==> src/inc/spfi_defs.svh <==
// constants for the serial port fault/irq control block
// assumes an 8-bit special function register port on the peripheral clock
// Functional notes
// - master with select enabled: select low sets mode fault, requests irq
// - master mode fault clears port enable and master select bits
// - mode fault clears on status read seeing it, then control write
// - master with select disabled: no fault, select pin free for gpio
// - slave: select rising during transmission flags mode fault
// - slave transfer starts on select fall, ends when clock idles after bit 8
// - select high: output tristated, bit counter cleared, clocks ignored
// - slave with select disabled: permanently selected, no fault
// - byte done while previous unread: overrun set, new byte dropped
// - transfer complete flag requests irq only while empty irq enable clear
// - transmit empty flag set while buffer can accept a byte
// - transmit empty irq only when its enable set
// - select disable set: no mode fault irq in any mode
// - slave with phase 0 ignores select disable bit; code still masks mode fault irq with it
// - clearing enable bit disables and resets port logic
// - master select bit: 0 slave, 1 master
// - polarity bit gives serial clock idle level
// - phase 0 samples on edge leaving idle
// - rate bits pick divide 4..128; codes 000 and 111 invalid
// - control register resets to 0x14
// - status layout: flag7 res6 ovr5 modf4 empty3 lsb2 ie1 ie0
// - transfer flag clears on data access after status read
// - mode fault irq enable gates mode fault request
// - lsb first mode bit chooses shift order
`ifndef SPFI_DEFS_SVH
`define SPFI_DEFS_SVH
`define SPFI_ADDR_CTRL 8'hd4
`define SPFI_ADDR_STAT 8'hd5
`define SPFI_ADDR_DATA 8'hd6
`define SPFI_CTRL_RESET 8'h14
`define SPFI_BIT_RATE2 7
`define SPFI_BIT_EN 6
`define SPFI_BIT_SELECT_DISABLE_BIT 5
`define SPFI_BIT_MASTER_SELECT_BIT 4
`define SPFI_BIT_CPOL 3
`define SPFI_BIT_CPHA 2
`define SPFI_BIT_XFER 7
`define SPFI_BIT_OVR 5
`define SPFI_BIT_MODE_FAULT_FLAG 4
`define SPFI_BIT_TXE 3
`define SPFI_BIT_LSB 2
`define SPFI_BIT_TXEIE 1
`define SPFI_BIT_MODE_FAULT_IRQ_ENABLE 0
`define SPFI_FIFO_DEPTH 32
`endif

==> src/inc/spfi_pkg.sv <==
// types for the serial port fault/irq control block
// assumes spfi_defs.svh is included alongside
package spfi_pkg;
  typedef struct packed {
    logic sck;
    logic mosi;
    logic miso;
    logic selN;
  } spfi_pins_s;
  typedef enum logic [1:0] {
    ST_IDLE = 2'b00,
    ST_SHIFT = 2'b01,
    ST_TAIL = 2'b10
  } spfi_state_e;
  typedef struct packed {
    logic [7:0] ctrl;
    logic xfer;
    logic overrun_flag;
    logic mode_fault_flag;
    logic lsb;
    logic txeIe;
    logic mode_fault_irq_enable;
    logic statSeenX;
    logic statSeenM;
    logic [7:0] rxData;
    logic [7:0] shift;
    logic [3:0] bitCnt;
    logic [6:0] div;
    spfi_state_e state;
    logic sckOut;
    logic mosiOut;
    logic misoOut;
    logic misoOe;
    logic [1:0] sckSync;
    logic [1:0] mosiSync;
    logic [1:0] misoSync;
    logic [1:0] selSync;
    logic sckPrev;
    logic selPrev;
    logic [7:0] rdData;
    logic xferIrq;
    logic modfIrq;
    logic txeIrq;
    logic popTx;
    logic selGpio;
  } spfi_state_s;
endpackage

==> src/verilog/spfi_port.sv <==
// spi port control, status, fault and irq logic
// assumes sfr bus on the peripheral clock; pins are asynchronous
`timescale 1ns/10ps
`include "spfi_defs.svh"
module spfi_port
  import spfi_pkg::*;
(
  // clocking
  input wire logic clk,
  input wire logic resetn,
  input wire logic ce,
  // sfr access
  input wire logic [7:0] sfrAddr,
  input wire logic sfrWr,
  input wire logic sfrRd,
  input wire logic [7:0] sfrWdata,
  output logic [7:0] sfrRdata,
  // serial pins
  input wire spfi_pins_s pinIn,
  output logic sckOut,
  output logic sckOe,
  output logic mosiOut,
  output logic mosiOe,
  output logic misoOut,
  output logic misoOe,
  output logic selGpio,
  // interrupt requests
  output logic xferIrq,
  output logic modfIrq,
  output logic txeIrq
);
  spfi_state_s s_r, s_nxt;
  logic txValid;
  logic txReady;
  logic [7:0] txData;
  logic pushTx;

  // decoded rate divisor; zero means no generator
  function automatic logic [6:0] halfDiv(input logic [2:0] code);
    case (code)
      3'h1: halfDiv = 7'h01;
      3'h2: halfDiv = 7'h03;
      3'h3: halfDiv = 7'h07;
      3'h4: halfDiv = 7'h0f;
      3'h5: halfDiv = 7'h1f;
      3'h6: halfDiv = 7'h3f;
      default: halfDiv = 7'h00;
    endcase
  endfunction

  function automatic logic isAddr(input logic [7:0] a, input logic [7:0] b);
    isAddr = a == b;
  endfunction

  assign pushTx = sfrWr && isAddr(sfrAddr, `SPFI_ADDR_DATA) &&
    s_r.ctrl[`SPFI_BIT_EN];

  spfi_fifo #(.WIDTH(8), .DEPTH(`SPFI_FIFO_DEPTH)) txFifo (
    .clk(clk),
    .resetn(resetn),
    .ce(ce),
    .inValid(pushTx),
    .inReady(txReady),
    .inData(sfrWdata),
    .outValid(txValid),
    .outReady(s_r.popTx),
    .outData(txData)
  );

  always_comb begin
    logic en, master_select_bit, select_disable_bit, cpol, cpha, selDis, selected, selN;
    logic sck, sckEdge, lead, trail, sample, done, selRise, selFall;
    logic [7:0] rxByte;
    logic tick;
    en = 1'b0; master_select_bit = 1'b0; select_disable_bit = 1'b0; cpol = 1'b0; cpha = 1'b0;
    selDis = 1'b0; selected = 1'b0; selN = 1'b0; sck = 1'b0;
    sckEdge = 1'b0; lead = 1'b0; trail = 1'b0; sample = 1'b0;
    done = 1'b0; selRise = 1'b0; selFall = 1'b0; rxByte = 8'h00;
    tick = 1'b0;
    s_nxt = s_r;
    s_nxt.popTx = 1'b0;
    // two-stage pin synchronisers; only the second stage is read below
    s_nxt.sckSync = {s_r.sckSync[0], pinIn.sck};
    s_nxt.mosiSync = {s_r.mosiSync[0], pinIn.mosi};
    s_nxt.misoSync = {s_r.misoSync[0], pinIn.miso};
    s_nxt.selSync = {s_r.selSync[0], pinIn.selN};
    en = s_r.ctrl[`SPFI_BIT_EN];
    master_select_bit = s_r.ctrl[`SPFI_BIT_MASTER_SELECT_BIT];
    select_disable_bit = s_r.ctrl[`SPFI_BIT_SELECT_DISABLE_BIT];
    cpol = s_r.ctrl[`SPFI_BIT_CPOL];
    cpha = s_r.ctrl[`SPFI_BIT_CPHA];
    selDis = select_disable_bit && (master_select_bit || cpha);
    selN = s_r.selSync[1];
    selected = selDis ? 1'b1 : !selN;
    selRise = selN && !s_r.selPrev;
    selFall = !selN && s_r.selPrev;
    s_nxt.selPrev = selN;
    s_nxt.selGpio = selDis;
    // serial clock: generated in master, synchronised pin in slave
    sck = master_select_bit ? s_r.sckOut : s_r.sckSync[1];
    sckEdge = sck != s_r.sckPrev;
    s_nxt.sckPrev = sck;
    lead = sckEdge && (s_r.sckPrev == cpol);
    trail = sckEdge && (sck == cpol);
    sample = cpha ? trail : lead;

    // sfr reads
    s_nxt.rdData = 8'h00;
    if (sfrRd && isAddr(sfrAddr, `SPFI_ADDR_CTRL)) begin
      s_nxt.rdData = s_r.ctrl;
    end else if (sfrRd && isAddr(sfrAddr, `SPFI_ADDR_STAT)) begin
      s_nxt.rdData = {s_r.xfer, 1'b0, s_r.overrun_flag, s_r.mode_fault_flag, txReady,
        s_r.lsb, s_r.txeIe, s_r.mode_fault_irq_enable};
      s_nxt.statSeenX = s_r.xfer;
      s_nxt.statSeenM = s_r.mode_fault_flag;
      // overrun clears on status read
      s_nxt.overrun_flag = 1'b0;
    end else if (sfrRd && isAddr(sfrAddr, `SPFI_ADDR_DATA)) begin
      s_nxt.rdData = s_r.rxData;
    end
    if ((sfrRd || sfrWr) && isAddr(sfrAddr, `SPFI_ADDR_DATA) &&
        s_r.statSeenX) begin
      s_nxt.xfer = 1'b0;
      s_nxt.statSeenX = 1'b0;
    end
    if (sfrWr && isAddr(sfrAddr, `SPFI_ADDR_CTRL)) begin
      s_nxt.ctrl = sfrWdata;
      // fault cleared by read then write
      if (s_r.statSeenM) begin
        s_nxt.mode_fault_flag = 1'b0;
        s_nxt.statSeenM = 1'b0;
      end else if (s_r.mode_fault_flag) begin
        // enable may not return while fault stands
        s_nxt.ctrl[`SPFI_BIT_EN] = 1'b0;
      end
    end else if (sfrWr && isAddr(sfrAddr, `SPFI_ADDR_STAT)) begin
      s_nxt.lsb = sfrWdata[`SPFI_BIT_LSB];
      s_nxt.txeIe = sfrWdata[`SPFI_BIT_TXEIE];
      s_nxt.mode_fault_irq_enable = sfrWdata[`SPFI_BIT_MODE_FAULT_IRQ_ENABLE];
    end

    if (!en) begin
      s_nxt.state = ST_IDLE;
      s_nxt.bitCnt = 4'h0;
      s_nxt.div = 7'h00;
      s_nxt.sckOut = cpol;
      s_nxt.misoOe = 1'b0;
    end else if (master_select_bit) begin
      s_nxt.misoOe = 1'b0;
      // fault from select low in master
      if (!selDis && !selN) begin
        s_nxt.mode_fault_flag = 1'b1;
        s_nxt.ctrl[`SPFI_BIT_EN] = 1'b0;
        s_nxt.ctrl[`SPFI_BIT_MASTER_SELECT_BIT] = 1'b0;
        s_nxt.state = ST_IDLE;
        s_nxt.sckOut = cpol;
      end else begin
        tick = s_r.div == 7'h00;
        s_nxt.div = tick ? halfDiv({s_r.ctrl[`SPFI_BIT_RATE2],
          s_r.ctrl[1:0]}) : s_r.div - 7'h01;
        case (s_r.state)
          ST_IDLE: begin
            if (txValid && halfDiv({s_r.ctrl[`SPFI_BIT_RATE2],
                s_r.ctrl[1:0]}) != 7'h00) begin
              s_nxt.shift = txData;
              s_nxt.popTx = 1'b1;
              s_nxt.bitCnt = 4'h0;
              s_nxt.state = ST_SHIFT;
              s_nxt.mosiOut = s_r.lsb ? txData[0] : txData[7];
            end
          end
          ST_SHIFT: begin
            if (tick) begin
              s_nxt.sckOut = !s_r.sckOut;
            end
          end
          ST_TAIL: begin
            // tail handled below; must not fall back to idle early
            s_nxt.state = ST_TAIL;
          end
          default: begin
            s_nxt.state = ST_IDLE;
          end
        endcase
      end
    end else begin
      // unselected slave: tristate, clear, ignore clocks
      if (!selected) begin
        s_nxt.misoOe = 1'b0;
        s_nxt.bitCnt = 4'h0;
        s_nxt.state = ST_IDLE;
        if (selRise && s_r.state != ST_IDLE) begin
          s_nxt.mode_fault_flag = 1'b1;
        end
      end else begin
        s_nxt.misoOe = 1'b1;
        if (s_r.state == ST_IDLE && (selFall || (selDis && sckEdge))) begin
          s_nxt.state = ST_SHIFT;
          s_nxt.bitCnt = 4'h0;
          if (txValid) begin
            s_nxt.shift = txData;
            s_nxt.popTx = 1'b1;
          end
        end
      end
    end

    // shared shift engine on sample/shift edges
    if (en && s_r.state == ST_SHIFT && (master_select_bit || selected)) begin
      if (sample) begin
        if (s_r.lsb) begin
          s_nxt.shift = {(master_select_bit ? s_r.misoSync[1] : s_r.mosiSync[1]),
            s_r.shift[7:1]};
        end else begin
          s_nxt.shift = {s_r.shift[6:0],
            (master_select_bit ? s_r.misoSync[1] : s_r.mosiSync[1])};
        end
        s_nxt.bitCnt = s_r.bitCnt + 4'h1;
        if (s_r.bitCnt == 4'h7) begin
          s_nxt.state = ST_TAIL;
        end
      end else if (sckEdge) begin
        s_nxt.mosiOut = s_r.lsb ? s_r.shift[0] : s_r.shift[7];
        s_nxt.misoOut = s_r.lsb ? s_r.shift[0] : s_r.shift[7];
      end
    end
    // end when clock back at idle
    if (en && s_r.state == ST_TAIL && (master_select_bit || selected)) begin
      if (master_select_bit && s_r.div == 7'h00 && s_r.sckOut != cpol) begin
        s_nxt.sckOut = cpol;
      end
      if (sck == cpol && !sckEdge) begin
        done = 1'b1;
        rxByte = s_r.shift;
        s_nxt.state = ST_IDLE;
      end
    end
    if (done) begin
      if (s_r.xfer) begin
        s_nxt.overrun_flag = 1'b1;
      end else begin
        s_nxt.rxData = rxByte;
      end
      s_nxt.xfer = 1'b1;
    end

    s_nxt.xferIrq = s_nxt.xfer && !s_nxt.txeIe;
    s_nxt.txeIrq = txReady && s_nxt.txeIe;
    s_nxt.modfIrq = s_nxt.mode_fault_flag && s_nxt.mode_fault_irq_enable && !select_disable_bit;
  end

  always_ff @(posedge clk) begin
    if (!resetn) begin
      s_r <= '0;
      s_r.ctrl <= `SPFI_CTRL_RESET;
      s_r.sckOut <= 1'b0;
      s_r.selSync <= 2'b11;
      s_r.selPrev <= 1'b1;
      s_r.state <= ST_IDLE;
    end else if (ce) begin
      s_r <= s_nxt;
    end
  end

  assign sfrRdata = s_r.rdData;
  assign sckOut = s_r.sckOut;
  assign sckOe = s_r.ctrl[`SPFI_BIT_MASTER_SELECT_BIT] & s_r.ctrl[`SPFI_BIT_EN];
  assign mosiOut = s_r.mosiOut;
  assign mosiOe = sckOe;
  assign misoOut = s_r.misoOut;
  assign misoOe = s_r.misoOe;
  assign selGpio = s_r.selGpio;
  assign xferIrq = s_r.xferIrq;
  assign modfIrq = s_r.modfIrq;
  assign txeIrq = s_r.txeIrq;
endmodule

==> src/verilog/spfi_fifo.sv <==
// flip-flop fifo with valid/ready on both sides
// assumes one clock, synchronous active-low reset
`timescale 1ns/10ps
module spfi_fifo
  import spfi_pkg::*;
#(
  parameter int WIDTH = 8,
  parameter int DEPTH = 32
) (
  // clocking
  input wire logic clk,
  input wire logic resetn,
  input wire logic ce,
  // fill side
  input wire logic inValid,
  output logic inReady,
  input wire logic [WIDTH-1:0] inData,
  // drain side
  output logic outValid,
  input wire logic outReady,
  output logic [WIDTH-1:0] outData
);
  localparam int AW = $clog2(DEPTH);
  logic [WIDTH-1:0] mem [DEPTH];
  logic [AW-1:0] wrPtr_r;
  logic [AW-1:0] rdPtr_r;
  logic [AW:0] count_r;
  logic doWr;
  logic doRd;
  assign inReady = count_r != (AW+1)'(DEPTH);
  assign outValid = count_r != '0;
  assign outData = mem[rdPtr_r];
  assign doWr = inValid && inReady;
  assign doRd = outValid && outReady;
  always_ff @(posedge clk) begin
    if (!resetn) begin
      wrPtr_r <= '0;
      rdPtr_r <= '0;
      count_r <= '0;
    end else if (ce) begin
      if (doWr) begin
        mem[wrPtr_r] <= inData;
        wrPtr_r <= (wrPtr_r == AW'(DEPTH-1)) ? '0 : wrPtr_r + 1'b1;
      end
      if (doRd) begin
        rdPtr_r <= (rdPtr_r == AW'(DEPTH-1)) ? '0 : rdPtr_r + 1'b1;
      end
      count_r <= count_r + (AW+1)'(doWr) - (AW+1)'(doRd);
    end
  end
endmodule

==> config.mk <==
export PLATFORM = sky130hd
export DESIGN_NAME = spfi_port
export DESIGN_NICKNAME = d
export VERILOG_FILES = /design/src/inc/spfi_pkg.sv /design/src/verilog/spfi_port.sv /design/src/verilog/spfi_fifo.sv
export VERILOG_INCLUDE_DIRS = /design/src /design/src/inc
export SDC_FILE = /design/constraint.sdc
export NUM_CORES = 1
export LEC_CHECK = 0
export BUFFER_PORTS_ARGS = -buffer_cell sky130_fd_sc_hd__buf_4
export CORE_ASPECT_RATIO = 0.6
export CORE_UTILIZATION = 40
export CTS_CLUSTER_SIZE = 14
export DETAILED_ROUTE_END_ITERATION = 10
export GPL_ROUTABILITY_DRIVEN = 0
export PLACE_DENSITY = 0.57
export SETUP_SLACK_MARGIN = 0.05
export SLEW_MARGIN = 40
export SYNTH_ARGS = -nofsm -noshare
export SYNTH_HDL_FRONTEND = slang
export SYNTH_SLANG_ARGS = --single-unit
==> constraint.sdc <==
create_clock -name clk -period 3.3 [get_ports clk]
set_clock_uncertainty 0.15 [all_clocks]
set_input_delay 0.165 -clock clk [delete_from_list [all_inputs] [get_ports clk]]
set_output_delay 0.165 -clock clk [all_outputs]
set_load 0.02 [all_outputs]
==> out/qor.yml <==
drt:
  drtIter0Drc: 956
  first_pass_iters: 5
  routedWlPerCell_um: 21.3
  viasPerCell: 5.54
  totalWireLength_um: 37300
  detail-route-antenna-nets: 0
  vias: 9720
  drcViolationCount: 0
clock_network:
  clk-insertion-delay-late_ps: 530
  cts_max_level: 2
  post_cts_resized: 0
  hold_buffers: 21
  clk_pin_slew_ps: 60
  clkSinkCount: 349
  cts_tree: "yes"
  cts_setup_buffers: 0
  clockBufferDepth: 3
  clock-root-buffer: "clkbuf_16"
  cts_buffers: 35
floorplan:
  ios: 43
  dieArea_mm2: 0.0385
  core_mm2: 0.0368
  die_h_um: 152
  initial_utilization: 0.410
  die_w_um: 253
  rows: 54
timing:
  fmax_mhz: 332
  setup-tns-final_ps: 0
  setup_viol: 0
  grt_setup_unrepaired: "false"
  drv_slew: 0
  hold_viol: 0
  worst_pin_slew_ps: 661
  slew_headroom: 0.559
  finalCriticalPeriod_ps: 3010
  fin_crit_sh: 0.912
worst_hold_path:
  hp-class: "input pin to register"
  min_from: "sfrAddr[3]"
  hold_end: "s_r[63]"
  min_path_cells: 7
pwr:
  peakVddDrop_v: 0.000428
  total_leakage_power_nw: 5.73
  p_total_w: 0.00884
  powerDensity_mw_per_mm2: 508
place:
  numPortBuffers: 42
  dp_hpwl_um: 25200
global_route:
  grt_remaining_overflow: 0
  met1_usage: 0.345
  antenna_found_initial: 0
  busiest_layer: "met1"
  grt_max_degree: 55
  grt_pass1_vias: 8916
  grt_pass1_wl_um: 57200
  grt_util_met3: 0.0417
  grtUsageTotal: 0.198
  met2_usage: 0.237
final_layout:
  area_delta_synth_final_pct: 15.5
  drive_gt1_frac: 0.156
  nets: 1270
  diodes: 0
setup_path:
  crit_chain: "inv_1 > ha_1 > nand2_1 > nor3_1 > and4b_1 > and2_1 > ha_1 > a21o_1 > a21oi_1 > o21bai_1 > a21oi_1 > xnor2_1 > a211oi_1"
  rr_endpoint: "txFifo.count_r[5]"
  rr_worst_depth: 13
  cp.required_ps: 3600
  end_kind: "register"
  critPathKind: "register to register"
  path_buf_inv: 1
  timing.reg2reg.setup_slack_ps: 290
  timing.rr.start: "txFifo.count_r[2]"
  cp_max_fo: 3
  path_depth: 13
  arrival_ps: 3310
  max_stage_delay_ps: 410
  cp_top_family: "simple AND/OR/NAND/NOR gates"
  critPathSlowestCell: "nor3_1"
  start_kind: "register"
yosys:
  synth_area_per_cell_um2: 13.1
  synth_cell_types: 73
  ys_seq_area_frac: 0.633
  synth_top_cells_by_area: "edfxtp_1 (51%), dfxtp_1 (12%), mux2i_1 (8.0%), mux4_2 (3.6%), nor2_1 (2.4%)"
  synth_cells: 1148
  syn_nets: 1193
  synth_flop_cell: "edfxtp_1"
  synth_largest_area_cell: "edfxtp_1"
  synth_top_area_share: 0.510
  synthesis.area_mm2: 0.0151
  ys_seq_elements: 349
  synth-async-reset-ratio: 0
  yosysWarnings: 0
  synth_edf_count: 256
outcome:
  outcome: "completed"
run:
  max_cap_viol_count: 0
==> tightest hold or removal path: cells and delay by family <==
family	cells	cell delay [ps]
buffers and inverters	1	70
AND/OR/NAND/NOR	4	340
AO/OA/AOI/OAI	2	210
==> flip-flops by register name, summed over array words and instances (netlist names), named ones only <==
name,count
misoOe,1
misoOut,1
modfIrq,1
mosiOut,1
s_nxt,5
s_r,51
sckOut,1
selGpio,1
sfrRdata,8
txFifo.count_r,6
txFifo.mem,256
txFifo.rdPtr_r,5
txFifo.wrPtr_r,5
txeIrq,1
xferIrq,1
==> power by group <==
part / total (W) / switching, W / internal, W
combinational: 0.000322 / 0.000203 / 0.000118
clock: 0.00379 / 0.00167 / 0.00212
sequential: 0.00474 / 0.0000195 / 0.00472
==> layout by cell type, fill, tap and decap left out, drive strengths merged, types with 9 or more instances in the layout <==
cell type	n
a211oi	12
a21oi	53
a22o	12
a22oi	41
a31oi	10
buf	99
clkbuf	49
clkinv	9
dfxtp	93
dlygate4sd3	21
edfxtp	256
ha	19
inv	25
mux2i	122
mux4	24
nand2	79
nand2b	10
nand3	31
nor2	95
nor3	12
o21ai	44
o22ai	9
==> per-layer routing <==
layer | part of all wire | up-vias
li1 | - | 4495
met1 | 0.53 | 4848
met2 | 0.37 | 341
met3 | 0.079 | 36
met4 | 0.013 | 0
met5 | 0 | -
==> stage by stage <==
step                cell area (um^2)  setup slack (ps)   util  cells  hold slack (ps)
finish                         17400               291  0.474   1754              139
global route                   17400              88.4  0.474   1754              173
CTS                            17400               331  0.474   1754              103
detailed placement             16100               345  0.439   1671              252
global placement               16100               405  0.439   1671              228
floorplan                      15100               580      -   1148              114
==> cell families (layout without fill, tap and decap cells) <==
| logic type | count (synthesis) | count (layout) | share of synthesized area |
|---|---|---|---|
| AOI/OAI and AO/OA | 223 | 223 | 0.0987 |
| xor gates and xnor gates | 11 | 11 | 0.00639 |
| adders and majority gates | 20 | 20 | 0.0171 |
| buffers and inverters | 104 | 206 | 0.0306 |
| DFF | 349 | 349 | 0.633 |
| muxes | 148 | 148 | 0.119 |
| and+or+nand+nor | 293 | 293 | 0.0955 |
==> layout make-up <==
class                   count  area, um^2
fillers                  3292       19300
flip-flops and latches    349        9550
multi-input cells         695        5080
repair buffers            120         991
clock buffers              49         960
well taps                 504         631
clock inverters            13         104
inverters                  24        90.1
==> synthesized netlist by cell type, drive strengths merged (5+ instances only) <==
cell	n
nand2b	10
a22o	12
o21ai	44
a22oi	41
edfxtp	256
mux4	24
nor4	7
inv	23
nand3b	5
a211oi	12
mux2i	122
a221o	7
nand3	31
nor2	95
and2	7
and3	7
xnor2	8
nand2	79
buf	41
o22ai	9
ha	19
clkbuf	39
dfxtp	93
or3	6
a31oi	10
a21oi	53
nor3	12
nor2b	8
nor3b	5
==> how the worst max path moves through the flow <==
stage               slack, ps              start                end
global route               90  txFifo.count_r[3]  txFifo.count_r[5]
detailed placement        350  txFifo.count_r[2]  txFifo.count_r[5]
finish                    290  txFifo.count_r[2]  txFifo.count_r[5]
global placement          400  txFifo.count_r[2]  txFifo.count_r[5]
floorplan                 580  txFifo.count_r[2]  txFifo.mem[13][0]
CTS                       330  txFifo.count_r[2]  txFifo.count_r[5]
(Power assumes the default switching activity.)
